<file path="config.mk">
export PLATFORM = sky130hd
export DESIGN_NAME = afhi_host
export DESIGN_NICKNAME = d
export VERILOG_FILES = /design/src/rtl/afhi_pkg.sv /design/src/rtl/afhi_host.sv
export SDC_FILE = /design/constraint.sdc
export NUM_CORES = 1
export LEC_CHECK = 0
export BUFFER_PORTS_ARGS = -buffer_cell sky130_fd_sc_hd__buf_2
export CAP_MARGIN = 20
export CORE_ASPECT_RATIO = 1.1
export CORE_MARGIN = 4
export CORE_UTILIZATION = 56
export DETAILED_ROUTE_END_ITERATION = 7
export PLACE_DENSITY = 0.84
export SLEW_MARGIN = 20
export SYNTH_ARGS = -nofsm -noshare
export SYNTH_HDL_FRONTEND = slang
export SYNTH_SLANG_ARGS = --single-unit
</file>
<file path="constraint.sdc">
create_clock -name clk_i -period 6.09 [get_ports clk_i]
set_input_delay 1.218 -clock clk_i [delete_from_list [all_inputs] [get_ports clk_i]]
set_output_delay 1.218 -clock clk_i [all_outputs]
set_load 0.02 [all_outputs]
</file>
<file path="src/rtl/afhi_pkg.sv">
package afhi_pkg;
	localparam int ADDR_W = 26;
	localparam int DATA_W = 16;
	localparam int PAGE_W = 4;
	localparam int CLK_PS = 5000;
	// times in ns, counts derived from 5 ns period
	localparam int RP_NS   = 200;
	localparam int RPH_NS  = 50;
	localparam int ACC_NS  = 110;
	localparam int PACC_NS = 25;
	localparam int CE_NS   = 110;
	localparam int OE_NS   = 25;
	localparam int WP_NS   = 50;
	localparam int WH_NS   = 20;
	localparam int AS_NS   = 10;
	localparam int CLK_NS  = 5;
	function automatic int up_cyc(input int ns);
		int c;
		c = (ns + CLK_NS - 1) / CLK_NS;
		return (c < 1) ? 1 : c;
	endfunction
	localparam int RP_CYC   = up_cyc(RP_NS);
	localparam int RPH_CYC  = up_cyc(RPH_NS);
	localparam int ACC_CYC  = up_cyc(ACC_NS > CE_NS ? ACC_NS : CE_NS);
	localparam int PACC_CYC = up_cyc(PACC_NS);
	localparam int OE_CYC   = up_cyc(OE_NS);
	localparam int WP_CYC   = up_cyc(WP_NS);
	localparam int WH_CYC   = up_cyc(WH_NS);
	localparam int AS_CYC   = up_cyc(AS_NS);
	localparam int CNT_W    = 8;

	typedef enum logic [1:0] {
		AFHI_CMD_READ,
		AFHI_CMD_WRITE,
		AFHI_CMD_RESET
	} afhi_cmd_type;

	typedef struct packed {
		afhi_cmd_type       cmd;
		logic [ADDR_W-1:0]  addr;
		logic [DATA_W-1:0]  wdata;
	} afhi_req_type;

	typedef struct packed {
		logic               rst_n;
		logic               ce_n;
		logic               oe_n;
		logic               we_n;
	} afhi_ctl_type;
endpackage

</file>
<file path="src/rtl/afhi_host.sv">
`timescale 1ns/1ps
module afhi_host
	import afhi_pkg::*;
(
	// clock and reset
	input  wire logic               clk_i,
	input  wire logic               rst_i,
	// user request side
	input  wire logic               req_valid_i,
	input  wire afhi_req_type       req_i,
	output logic                    req_ready_o,
	output logic                    rsp_valid_o,
	output logic [DATA_W-1:0]       rsp_data_o,
	// flash pins
	output afhi_ctl_type            ctl_o,
	output logic [ADDR_W-1:0]       address_bus_o,
	output logic [DATA_W-1:0]       data_bus_o,
	output logic                    data_bus_oe_o,
	input  wire logic [DATA_W-1:0]  data_bus_i,
	input  wire logic               ready_busy_i,
	// status
	output logic                    busy_o,
	output logic                    flash_ready_o
);
	typedef enum logic [3:0] {
		S_IDLE, S_RST, S_RSTH, S_RSETUP, S_RWAIT, S_RDONE,
		S_WSETUP, S_WPULSE, S_WHOLD
	} afhi_state_type;

	afhi_state_type         state_r;
	logic [CNT_W-1:0]       cnt_r;
	logic [ADDR_W-1:0]      last_addr_r;
	logic                   sel_r;
	logic [DATA_W-1:0]      din_q1_r;
	logic [DATA_W-1:0]      din_q2_r;
	logic                   rb_q1_r;
	logic                   rb_q2_r;
	logic                   page_hit;
	logic                   cnt_done;
	logic [CNT_W-1:0]       rst_low_r;

	assign cnt_done = (cnt_r == '0);
	// page hit only while still selected after a completed read of any kind
	assign page_hit = sel_r &&
		(req_i.addr[ADDR_W-1:PAGE_W] == last_addr_r[ADDR_W-1:PAGE_W]);

	// pin inputs pass two flops
	always_ff @(posedge clk_i) begin
		din_q1_r <= data_bus_i;
		din_q2_r <= din_q1_r;
		rb_q1_r  <= ready_busy_i;
		rb_q2_r  <= rb_q1_r;
	end

	always_ff @(posedge clk_i) begin
		if (rst_i) begin
			flash_ready_o <= 1'b0;
		end else begin
			flash_ready_o <= rb_q2_r;
		end
	end

	// length of the reset pulse the host is driving, saturating
	always_ff @(posedge clk_i) begin
		if (rst_i || ctl_o.rst_n) begin
			rst_low_r <= '0;
		end else if (rst_low_r != '1) begin
			rst_low_r <= rst_low_r + 1'b1;
		end
	end

	always_ff @(posedge clk_i) begin
		if (rst_i) begin
			state_r       <= S_RST;
			cnt_r         <= CNT_W'(RP_CYC);
			ctl_o         <= '{rst_n: 1'b0, ce_n: 1'b1, oe_n: 1'b1,
				we_n: 1'b1};
			address_bus_o <= '0;
			data_bus_o    <= '0;
			data_bus_oe_o <= 1'b0;
			req_ready_o   <= 1'b0;
			rsp_valid_o   <= 1'b0;
			rsp_data_o    <= '0;
			busy_o        <= 1'b1;
			last_addr_r   <= '0;
			sel_r         <= 1'b0;
		end else begin
			rsp_valid_o <= 1'b0;
			if (!cnt_done) begin
				cnt_r <= cnt_r - 1'b1;
			end
			unique case (state_r)
			S_IDLE: begin
				if (req_valid_i && req_ready_o) begin
					req_ready_o <= 1'b0;
					busy_o      <= 1'b1;
					unique case (req_i.cmd)
					AFHI_CMD_RESET: begin
						// chip select high through reset
						ctl_o   <= '{rst_n: 1'b0, ce_n: 1'b1, oe_n: 1'b1,
							we_n: 1'b1};
						data_bus_oe_o <= 1'b0;
						sel_r   <= 1'b0;
						cnt_r   <= CNT_W'(RP_CYC);
						state_r <= S_RST;
					end
					AFHI_CMD_WRITE: begin
						// drop output drive first; never both low
						ctl_o.oe_n    <= 1'b1;
						ctl_o.ce_n    <= 1'b0;
						address_bus_o <= req_i.addr;
						data_bus_o    <= req_i.wdata;
						sel_r         <= 1'b0;
						cnt_r         <= CNT_W'(AS_CYC);
						state_r       <= S_WSETUP;
					end
					default: begin
						ctl_o.ce_n    <= 1'b0;
						ctl_o.oe_n    <= 1'b0;
						ctl_o.we_n    <= 1'b1;
						address_bus_o <= req_i.addr;
						last_addr_r   <= req_i.addr;
						// same address under held select starts nothing new
						if (sel_r && req_i.addr == last_addr_r) begin
							cnt_r <= CNT_W'(OE_CYC);
						end else if (page_hit) begin
							cnt_r <= CNT_W'(PACC_CYC);
						end else begin
							cnt_r <= CNT_W'(ACC_CYC);
						end
						state_r <= S_RWAIT;
					end
					endcase
				end
			end
			S_RST: begin
				// release only after minimum pulse width
				if (cnt_done) begin
					ctl_o.rst_n <= 1'b1;
					cnt_r       <= CNT_W'(RPH_CYC);
					state_r     <= S_RSTH;
				end
			end
			S_RSTH: begin
				// no access until hold passes and the device reports ready;
				// a busy line stuck low stalls the host here
				if (cnt_done && rb_q2_r) begin
					state_r     <= S_IDLE;
					req_ready_o <= 1'b1;
					busy_o      <= 1'b0;
				end
			end
			S_RWAIT: begin
				if (cnt_done) begin
					state_r <= S_RDONE;
				end
			end
			S_RDONE: begin
				rsp_data_o  <= din_q2_r;
				rsp_valid_o <= 1'b1;
				// keep select low so the next read can be a page access
				sel_r       <= 1'b1;
				state_r     <= S_IDLE;
				req_ready_o <= 1'b1;
				busy_o      <= 1'b0;
			end
			S_WSETUP: begin
				if (cnt_done) begin
					ctl_o.we_n    <= 1'b0;
					data_bus_oe_o <= 1'b1;
					cnt_r         <= CNT_W'(WP_CYC);
					state_r       <= S_WPULSE;
				end
			end
			S_WPULSE: begin
				// rising strobe captures data in the device
				if (cnt_done) begin
					ctl_o.we_n <= 1'b1;
					ctl_o.ce_n <= 1'b1;
					cnt_r      <= CNT_W'(WH_CYC);
					state_r    <= S_WHOLD;
				end
			end
			S_WHOLD: begin
				if (cnt_done) begin
					data_bus_oe_o <= 1'b0;
					state_r       <= S_IDLE;
					req_ready_o   <= 1'b1;
					busy_o        <= 1'b0;
				end
			end
			default: state_r <= S_IDLE;
			endcase
		end
	end
endmodule // afhi_host

</file>
==> flow_summary_export.csv, run 1 <==
group,metric,value,unit
status,status,"finished, final reports clean",
synth,ys_warn_count,0,
sta,min_period_over_period,44.8,%
clock_network,cts-root-buf,"clkbuf_8",
grt,grt.total_usage,23.1,%
clock_network,path_clk_slew,60,ps
pwr,p_leak,2.56,nW
synth,yosysUniqueCellTypes,52,
sta,fmax,0.366,GHz
min_path,hold_class,"register to register",
sta,rsz0062_at_grt,"no",
clock_network,clock_sinks,136,
sta,setup_tns,0,ps
floorplanning,io_pins,131,
critical_path,ff2ff_path_depth,5,
critical_path,worstSetupPathType,"primary input to register",
final_layout,utilization,71.5,%
floorplanning,die-width,98.3,microns
synth,synth_top_cell_area_share,54.2,%
critical_path,r2r-end,"last_addr_r[6]",
final_layout,diodes,0,
placed_design,place_congestion,0.892,
sta,setup_viol,0,
placed_design,hpwl,8140,microns
routing,antenna_left,0,
run,max-cap-violations,0,
min_path,worstHoldPathCells,0,
placed_design,port_buffers,130,
critical_path,arrival,3140,ps
final_layout,fin_nets,772,
clock_network,cts_hold_buf,0,
synth,synth-main-ff-cell,"dfxtp_1",
routing,drc,0,
sta,fin_hold_ws,323,ps
clock_network,cts-resized-gates,0,
pwr,ir_worst_vdd,0.304,mV
grt,grt_max_degree,55,
critical_path,worstReg2RegStart,"state_r[3]",
grt,grt_pass1_vias,4340,
sta,min_period,2730,ps
critical_path,path_max_fanout,54,
grt,antenna_found_initial,0,
grt,grt_pass1_wl,19700,microns
clock_network,clock_path_buffers,2,
final_layout,syn2layout_area_growth,25.5,%
routing,dr.pass1.iters,5,
placed_design,place_inst,798,
routing,vias_per_cell,5.52,
floorplanning,chipHeight,107,microns
synth,synth.area.top_cells,"dfxtp_1 54%, nand2_1 13%, a21oi_1 9.9%, xnor2_1 4.2%, clkbuf_1 1.8%",
final_layout,layout-drive-gt1-share,24.3,%
clock_network,cts_buffers,17,
floorplanning,initial_utilization,56.9,%
clock_network,h-tree-depth,4,
routing,wirelength,12400,microns
synth,netlist_area,0.00503,sq mm
synth,synthArstFlopShare,0,%
routing,wire_per_inst,14.9,microns
clock_network,cts_tree,"built",
placed_design,place_area,0.00567,sq mm
critical_path,critPathCaptureType,"register",
synth,synthesis.instances,587,
critical_path,worst_setup_path_start_kind,"primary input",
pwr,p_total,2.43,mW
clock_network,postCtsSetupBuffers,0,
synth,yosysMostFrequentCell,"nand2_1",
routing,vias,4578,
clock_network,clk_latency,520,ps
grt,overflow,0,
sta,final_max_slew_viol_count,0,
synth,synth_top_cell_by_area,"dfxtp_1",
routing,drt_iter0_drc,280,
floorplanning,num_rows,36,
sta,relSlewSlack,32.3,%
placed_design,dp_slack,2920,ps
floorplanning,core,0.00883,sq mm
sta,hold_viol,0,
pwr,powerDensity,385,mW/mm^2
sta,worstMarginPinSlew,1020,ps
synth,synth.avg_cell_area,8.56,sq um
final_layout,final_area,0.00631,sq mm
min_path,hold_end,"din_q2_r[9]",
floorplanning,die-area,0.0106,sq mm
min_path,worstHoldStart,"din_q1_r[9]",
final_layout,fin_cells,829,
sta,setup_ws,3360,ps
synth,synth_edf_count,0,
synth,synthTopCellsByCount,"173 x nand2_1, 136 x dfxtp_1, 99 x a21oi_1",
critical_path,rrSetupSlack,3470,ps
synth,synth_nets,656,
synth,ys_seq_elements,136,
synth,ys_seq_area_share,54.2,%
critical_path,crit_required,6500,ps
sta,fin_skew,6.05,ps
==> power by group <==
part	switching [mW]	leakage [nW]	internal, mW	total [mW]
sequential	0.0537	1.11	0.947	1.00
clock	0.385	0.305	0.708	1.09
combinational	0.199	1.14	0.138	0.337
total	0.638	2.56	1.79	2.43
==> kinds of logic after synthesis <==
family | synth area share [%]
xor+xnor | 4.70
simple gates | 20.2
compound gates | 15.5
flops | 54.2
buf+inv | 4.21
fa+ha+maj | 1.24
==> worst max-delay path: stages <==
cell     delay, ps
buf_2          760
buf_4          540
nor2_1          80
o21ai_0        180
o32ai_1        150
a22o_1         190
==> registers in the layout, indices dropped and copies added, names as in the netlist, 4 cells and up <==
name,cells
rsp_data_o,16
state_r,4
ctl_o,4
last_addr_r,22
din_q2_r,16
din_q1_r,16
address_bus_o,26
data_bus_o,16
cnt_r,8
==> layout make-up <==
class	instances	area, sq um
fill	676	2520
tap	114	143
timing repair buffer	132	666
inverter	12	50.0
sequential	136	2720
multi-input combinational	404	2090
clock buffer	17	414
clock inverter	14	223
==> routing by layer <==
| layer | global-route usage (%) | vias up | share of wire [%] |
|---|---|---|---|
| met5 | 0 | - | 0 |
| met4 | 9.85 | 0 | 2.2 |
| met3 | 7.00 | 31 | 7.4 |
| met2 | 41.4 | 187 | 52 |
| met1 | 25.2 | 2160 | 39 |
| li1 | - | 2200 | - |
==> cells in the final DEF, fill, tap and decap left out, drive strengths merged, types with 3 or more instances in the layout <==
cell type	instances
a211oi	3
a21oi	99
and3	4
buf	132
bufinv	5
clkbuf	17
clkinv	4
dfxtp	136
ha	5
inv	15
nand2	173
nand3	6
nand4	5
nor2	20
nor3	5
nor4	7
o211ai	3
o21a	3
o21ai	14
o22ai	3
xnor2	24
xor2	3
==> how the worst max path moves through the flow <==
stage / from / end / slack, ps / depth (start not counted)
after detailed placement: rst_i / cnt_r[1] / 2920 / 6
after CTS: rst_i / cnt_r[1] / 3430 / 6
final: rst_i / cnt_r[1] / 3360 / 6
after global routing: rst_i / cnt_r[1] / 3240 / 6
after global placement: rst_i / cnt_r[1] / 2970 / 6
after floorplan: req_i[42] / address_bus_o[10] / 3670 / 7
Power figures use the tool's default switching activity.
==> run 2: changes to the inputs <==
--- a/config.mk
+++ b/config.mk
@@ -9,9 +9,9 @@
 export CAP_MARGIN = 20
 export CORE_ASPECT_RATIO = 1.1
 export CORE_MARGIN = 4
-export CORE_UTILIZATION = 56
+export CORE_UTILIZATION = 47
 export DETAILED_ROUTE_END_ITERATION = 7
-export PLACE_DENSITY = 0.84
+export PLACE_DENSITY = 0.75
 export SLEW_MARGIN = 20
 export SYNTH_ARGS = -nofsm -noshare
 export SYNTH_HDL_FRONTEND = slang
==> constraint.sdc (replaced) <==
create_clock -name clk_i -period 2.4 [get_ports clk_i]
set_input_delay 0.48 -clock clk_i [delete_from_list [all_inputs] [get_ports clk_i]]
set_output_delay 0.48 -clock clk_i [all_outputs]
set_load 0.02 [all_outputs]
==> flow_summary_export.csv, run 2 (synthesis results as in run 1) <==
group,metric,value,unit
sta,fmax,0.438,GHz
placed_design,hpwl,8460,microns
sta,worstMarginPinSlew,572,ps
routing,wire_per_inst,13.8,microns
sta,relSlewSlack,61.9,%
routing,drt_iter0_drc,277,
critical_path,crit_required,2700,ps
pwr,ir_worst_vdd,0.662,mV
routing,antenna_left,0,
clock_network,clock_path_buffers,2,
final_layout,reg_top3,"address_bus_o x26, last_addr_r x22",
critical_path,critPathCapture,"data_bus_oe_o",
grt,grt_pass1_wl,19600,microns
final_layout,top_register,"address_bus_o",
floorplanning,chipHeight,116,microns
pwr,p_leak,2.59,nW
clock_network,cts-resized-gates,0,
grt,grt.total_usage,19.6,%
final_layout,most-common-layout-cells,"173 x nand2_1, 136 x dfxtp_1, 130 x buf_2",
routing,wirelength,12000,microns
routing,dr.pass1.iters,6,
critical_path,cp-startpoint,"cnt_r[0]",
final_layout,largest_reg_flops,26,
final_layout,fin_cells,869,
sta,min_period,2280,ps
critical_path,worst_setup_path_start_kind,"register",
critical_path,rrSetupSlack,120,ps
min_path,worstHoldPathCells,1,
grt,grt_max_degree,52,
critical_path,ff2ff_path_depth,8,
clock_network,postCtsSetupBuffers,0,
floorplanning,die-width,107,microns
routing,drc,0,
placed_design,place_congestion,0.906,
min_path,hold_class,"primary input to register",
critical_path,arrival,2590,ps
floorplanning,initial_utilization,48.1,%
run,max-cap-violations,0,
clock_network,clk_latency,420,ps
clock_network,cts-root-buf,"clkbuf_16",
placed_design,place_inst,837,
floorplanning,die-area,0.0124,sq mm
pwr,powerDensity,931,mW/mm^2
clock_network,clock_sinks,136,
clock_network,path_clk_slew,60,ps
clock_network,h-tree-depth,4,
status,status,"finished, final reports clean",
floorplanning,num_rows,39,
sta,min_period_over_period,95.2,%
routing,vias,4403,
placed_design,port_buffers,130,
placed_design,place_area,0.00580,sq mm
sta,setup_tns,0,ps
sta,final_max_slew_viol_count,0,
critical_path,worstSetupPathType,"register to register",
routing,vias_per_cell,5.07,
clock_network,cts_hold_buf,0,
final_layout,utilization,61.1,%
final_layout,final_area,0.00638,sq mm
sta,hold_viol,0,
grt,grt_pass1_vias,4209,
clock_network,cts_buffers,17,
critical_path,path_max_fanout,10,
final_layout,layout-drive-gt1-share,25.6,%
floorplanning,io_pins,131,
sta,fin_skew,13.3,ps
critical_path,r2r-end,"data_bus_oe_o",
final_layout,diodes,0,
floorplanning,core,0.0104,sq mm
sta,rsz0062_at_grt,"no",
critical_path,critPathCaptureType,"register",
grt,antenna_found_initial,0,
grt,overflow,0,
final_layout,layout_commonest_cell,"nand2_1",
final_layout,syn2layout_area_growth,27.0,%
critical_path,worstReg2RegStart,"cnt_r[0]",
clock_network,cts_tree,"built",
final_layout,fin_nets,782,
sta,setup_viol,0,
## run 2: worst min path at each step
stage | from | slack (ps) | endpoint
floorplan | din_q1_r[0] | 310 | din_q2_r[0]
global placement | din_q1_r[4] | 310 | din_q2_r[4]
detailed placement | din_q1_r[15] | 310 | din_q2_r[15]
CTS | data_bus_i[7] | 150 | din_q1_r[7]
global route | data_bus_i[10] | 150 | din_q1_r[10]
finish | data_bus_i[5] | 160 | din_q1_r[5]
## run 2: layout make-up
class                   instances  area (sq um)
inverters                      12          50.0
well taps                     143           179
multi-input cells             404          2100
fillers                       897          4060
clock buffers                  17           425
clock inverters                15           156
flip-flops and latches        136          2720
repair buffers                142           753
## run 2: report_power, final
| part | total (mW) | switching (mW) | internal, mW |
|---|---|---|---|
| Sequential | 2.51 | 0.108 | 2.40 |
| Clock | 2.53 | 1.06 | 1.47 |
| Combinational | 0.903 | 0.536 | 0.367 |
## run 2: layer usage
metal  routed length, microns  global-route usage, %
met5                        0                      0
met4                      385                   11.0
met3                      681                   4.53
met2                     5990                   33.3
met1                     4980                   23.1
## run 2: worst max-delay path, cell delays in order (launching register included)
cell and delay (ps):
dfxtp_1 330, inv_1 110, ha_1 220, or4b_4 540, nor2_8 200, inv_6 70, o31a_1 280, o31a_1 270
o21a_1 160
## run 2: stage by stage
| step | setup WS [ps] | total power [mW] | hold WS (ps) |
|---|---|---|---|
| CTS | 140 | 5.99 | 150 |
| global route | 15.4 | 6.22 | 146 |
| floorplan | 290 | 3.18 | 310 |
| detailed placement | 173 | 3.45 | 312 |
| global placement | 227 | 3.42 | 310 |
| finish | 116 | 5.94 | 164 |
==> run 3: changes to the inputs <==
--- a/config.mk
+++ b/config.mk
@@ -11,7 +11,7 @@
 export CORE_MARGIN = 4
 export CORE_UTILIZATION = 47
 export DETAILED_ROUTE_END_ITERATION = 7
-export PLACE_DENSITY = 0.75
+export PLACE_DENSITY = 0.84
 export SLEW_MARGIN = 20
 export SYNTH_ARGS = -nofsm -noshare
 export SYNTH_HDL_FRONTEND = slang
==> flow_summary_export.csv, run 3 (synthesis results as in run 1) <==
group,metric,value,unit
status,status,"finished, final reports clean",
sta,setup_tns,0,ps
final_layout,diodes,0,
placed_design,place_congestion,0.912,
pwr,power.internal,4.46,mW
placed_design,hpwl,8810,microns
floorplanning,chipHeight,116,microns
grt,grt.total_usage,19.6,%
pwr,p_total,6.03,mW
final_layout,top_register,"address_bus_o",
clock_network,cts_tree,"built",
clock_network,clock_sinks,136,
clock_network,cts-root-buf,"clkbuf_16",
routing,wire_per_inst,13.9,microns
sta,setup_ws,149,ps
floorplanning,die-width,107,microns
grt,antenna_found_initial,0,
critical_path,cp_num_buf_inv,2,
placed_design,port_buffers,130,
final_layout,reg_top3,"address_bus_o x26, last_addr_r x22",
sta,fin_skew,7.03,ps
routing,wirelength,12100,microns
grt,grt_pass1_vias,4297,
floorplanning,initial_utilization,48.1,%
final_layout,most-common-layout-cells,"173 x nand2_1, 136 x dfxtp_1, 130 x buf_2",
clock_network,cts_hold_buf,0,
final_layout,multi_input_area,0.00210,sq mm
clock_network,cts-resized-gates,0,
critical_path,critPathCaptureType,"register",
grt,grt_max_degree,71,
grt,grt_pass1_wl,19800,microns
final_layout,layout_commonest_cell,"nand2_1",
placed_design,place_area,0.00580,sq mm
sta,fmax,0.444,GHz
critical_path,max_stage_delay,540,ps
routing,dr.pass1.iters,5,
floorplanning,die-area,0.0124,sq mm
run,max-cap-violations,0,
clock_network,path_clk_slew,60,ps
critical_path,crit_required,2700,ps
final_layout,syn2layout_area_growth,27.4,%
critical_path,crit_top_cell,"o31a_1",
routing,drt_iter0_drc,331,
min_path,hold_class,"primary input to register",
clock_network,clock_path_buffers,2,
final_layout,fillers,865,
critical_path,arrival,2550,ps
floorplanning,num_rows,39,
critical_path,rrSetupSlack,150,ps
critical_path,worstSetupPathType,"register to register",
final_layout,fin_cells,870,
sta,min_period_over_period,93.8,%
pwr,combPwrFrac,15.1,%
floorplanning,io_pins,131,
sta,final_max_slew_viol_count,0,
routing,vias_per_cell,5.05,
routing,vias,4396,
clock_network,h-tree-depth,4,
sta,hold_viol,0,
critical_path,worst_setup_path_start_kind,"register",
sta,rsz0062_at_grt,"no",
floorplanning,core,0.0104,sq mm
pwr,powerDensity,942,mW/mm^2
grt,overflow,0,
final_layout,seq_area,0.00272,sq mm
critical_path,path_max_fanout,10,
final_layout,layout-drive-gt1-share,25.4,%
clock_network,clk_latency,410,ps
final_layout,largest_reg_flops,26,
pwr,p_seq_share,41.5,%
pwr,p_sw_share,26.0,%
sta,relSlewSlack,53.9,%
sta,worstMarginPinSlew,692,ps
critical_path,path_delay_family,"simple AND/OR/NAND/NOR gates",
routing,antenna_left,0,
final_layout,utilization,61.3,%
final_layout,final_area,0.00640,sq mm
placed_design,dp_slack,157,ps
final_layout,fin_nets,783,
pwr,ir_worst_vdd,0.510,mV
sta,min_period,2250,ps
pwr,p_sw,1.57,mW
sta,setup_viol,0,
clock_network,postCtsSetupBuffers,0,
pwr,clkPwrFrac,43.4,%
clock_network,cts_buffers,17,
sta,fin_hold_ws,171,ps
pwr,p_leak,2.60,nW
placed_design,place_inst,838,
routing,drc,0,
critical_path,crit_slowest_cell,"or4b_4",
critical_path,crit_chain,"inv_1 > ha_1 > or4b_4 > nor2_8 > inv_6 > o31a_1 > o31a_1 > o21a_1",
-- run 3: cell count changes in the layout (fill, tap and decap cells not counted), sizes merged --
cell,delta
buf,+1
clkbuf,+4
inv,-9
bufinv,+2
clkinv,+4
clkinvlp,-1
-- run 3: cell type report --
cell class	instances	area share (%)
tap	143	2.79
inverter	12	0.782
clock inverter	11	2.29
clock buffer	21	7.19
timing repair buffer	143	11.7
multi-input combinational	404	32.7
sequential	136	42.5
-- run 3: path summary, 6_finish.rpt --
kind / startpoint / to / cells after the start
max: cnt_r[0] / data_bus_oe_o / 8
min: data_bus_i[14] / din_q1_r[14] / 1
max reg2reg: cnt_r[0] / data_bus_oe_o / 8
min reg2reg: din_q1_r[11] / din_q2_r[11] / 0
-- run 3: worst reg2reg max path, stage by stage (launching register included) --
cell and delay [ps]:
dfxtp_1 310, inv_1 100, ha_1 220, or4b_4 540, nor2_8 200, inv_6 70, o31a_1 280, o31a_1 280
o21a_1 160
-- run 3: power groups by stage --
stage / Clock (mW) / Sequential [mW] / Combinational, mW
after floorplan: 0 / 2.58 / 0.600
after global placement: 0 / 2.54 / 0.882
after detailed placement: 0 / 2.55 / 0.902
after CTS: 2.65 / 2.50 / 0.911
after global routing: 2.77 / 2.52 / 1.00
final: 2.62 / 2.50 / 0.912
-- run 3: routing by layer --
metal	global-route usage, %	vias to the layer above	routed length (microns)
met1	23.4	1987	5050
met4	8.27	0	311
met3	4.98	28	699
met2	33.8	158	6010
li1	-	2223	-
met5	0	-	0
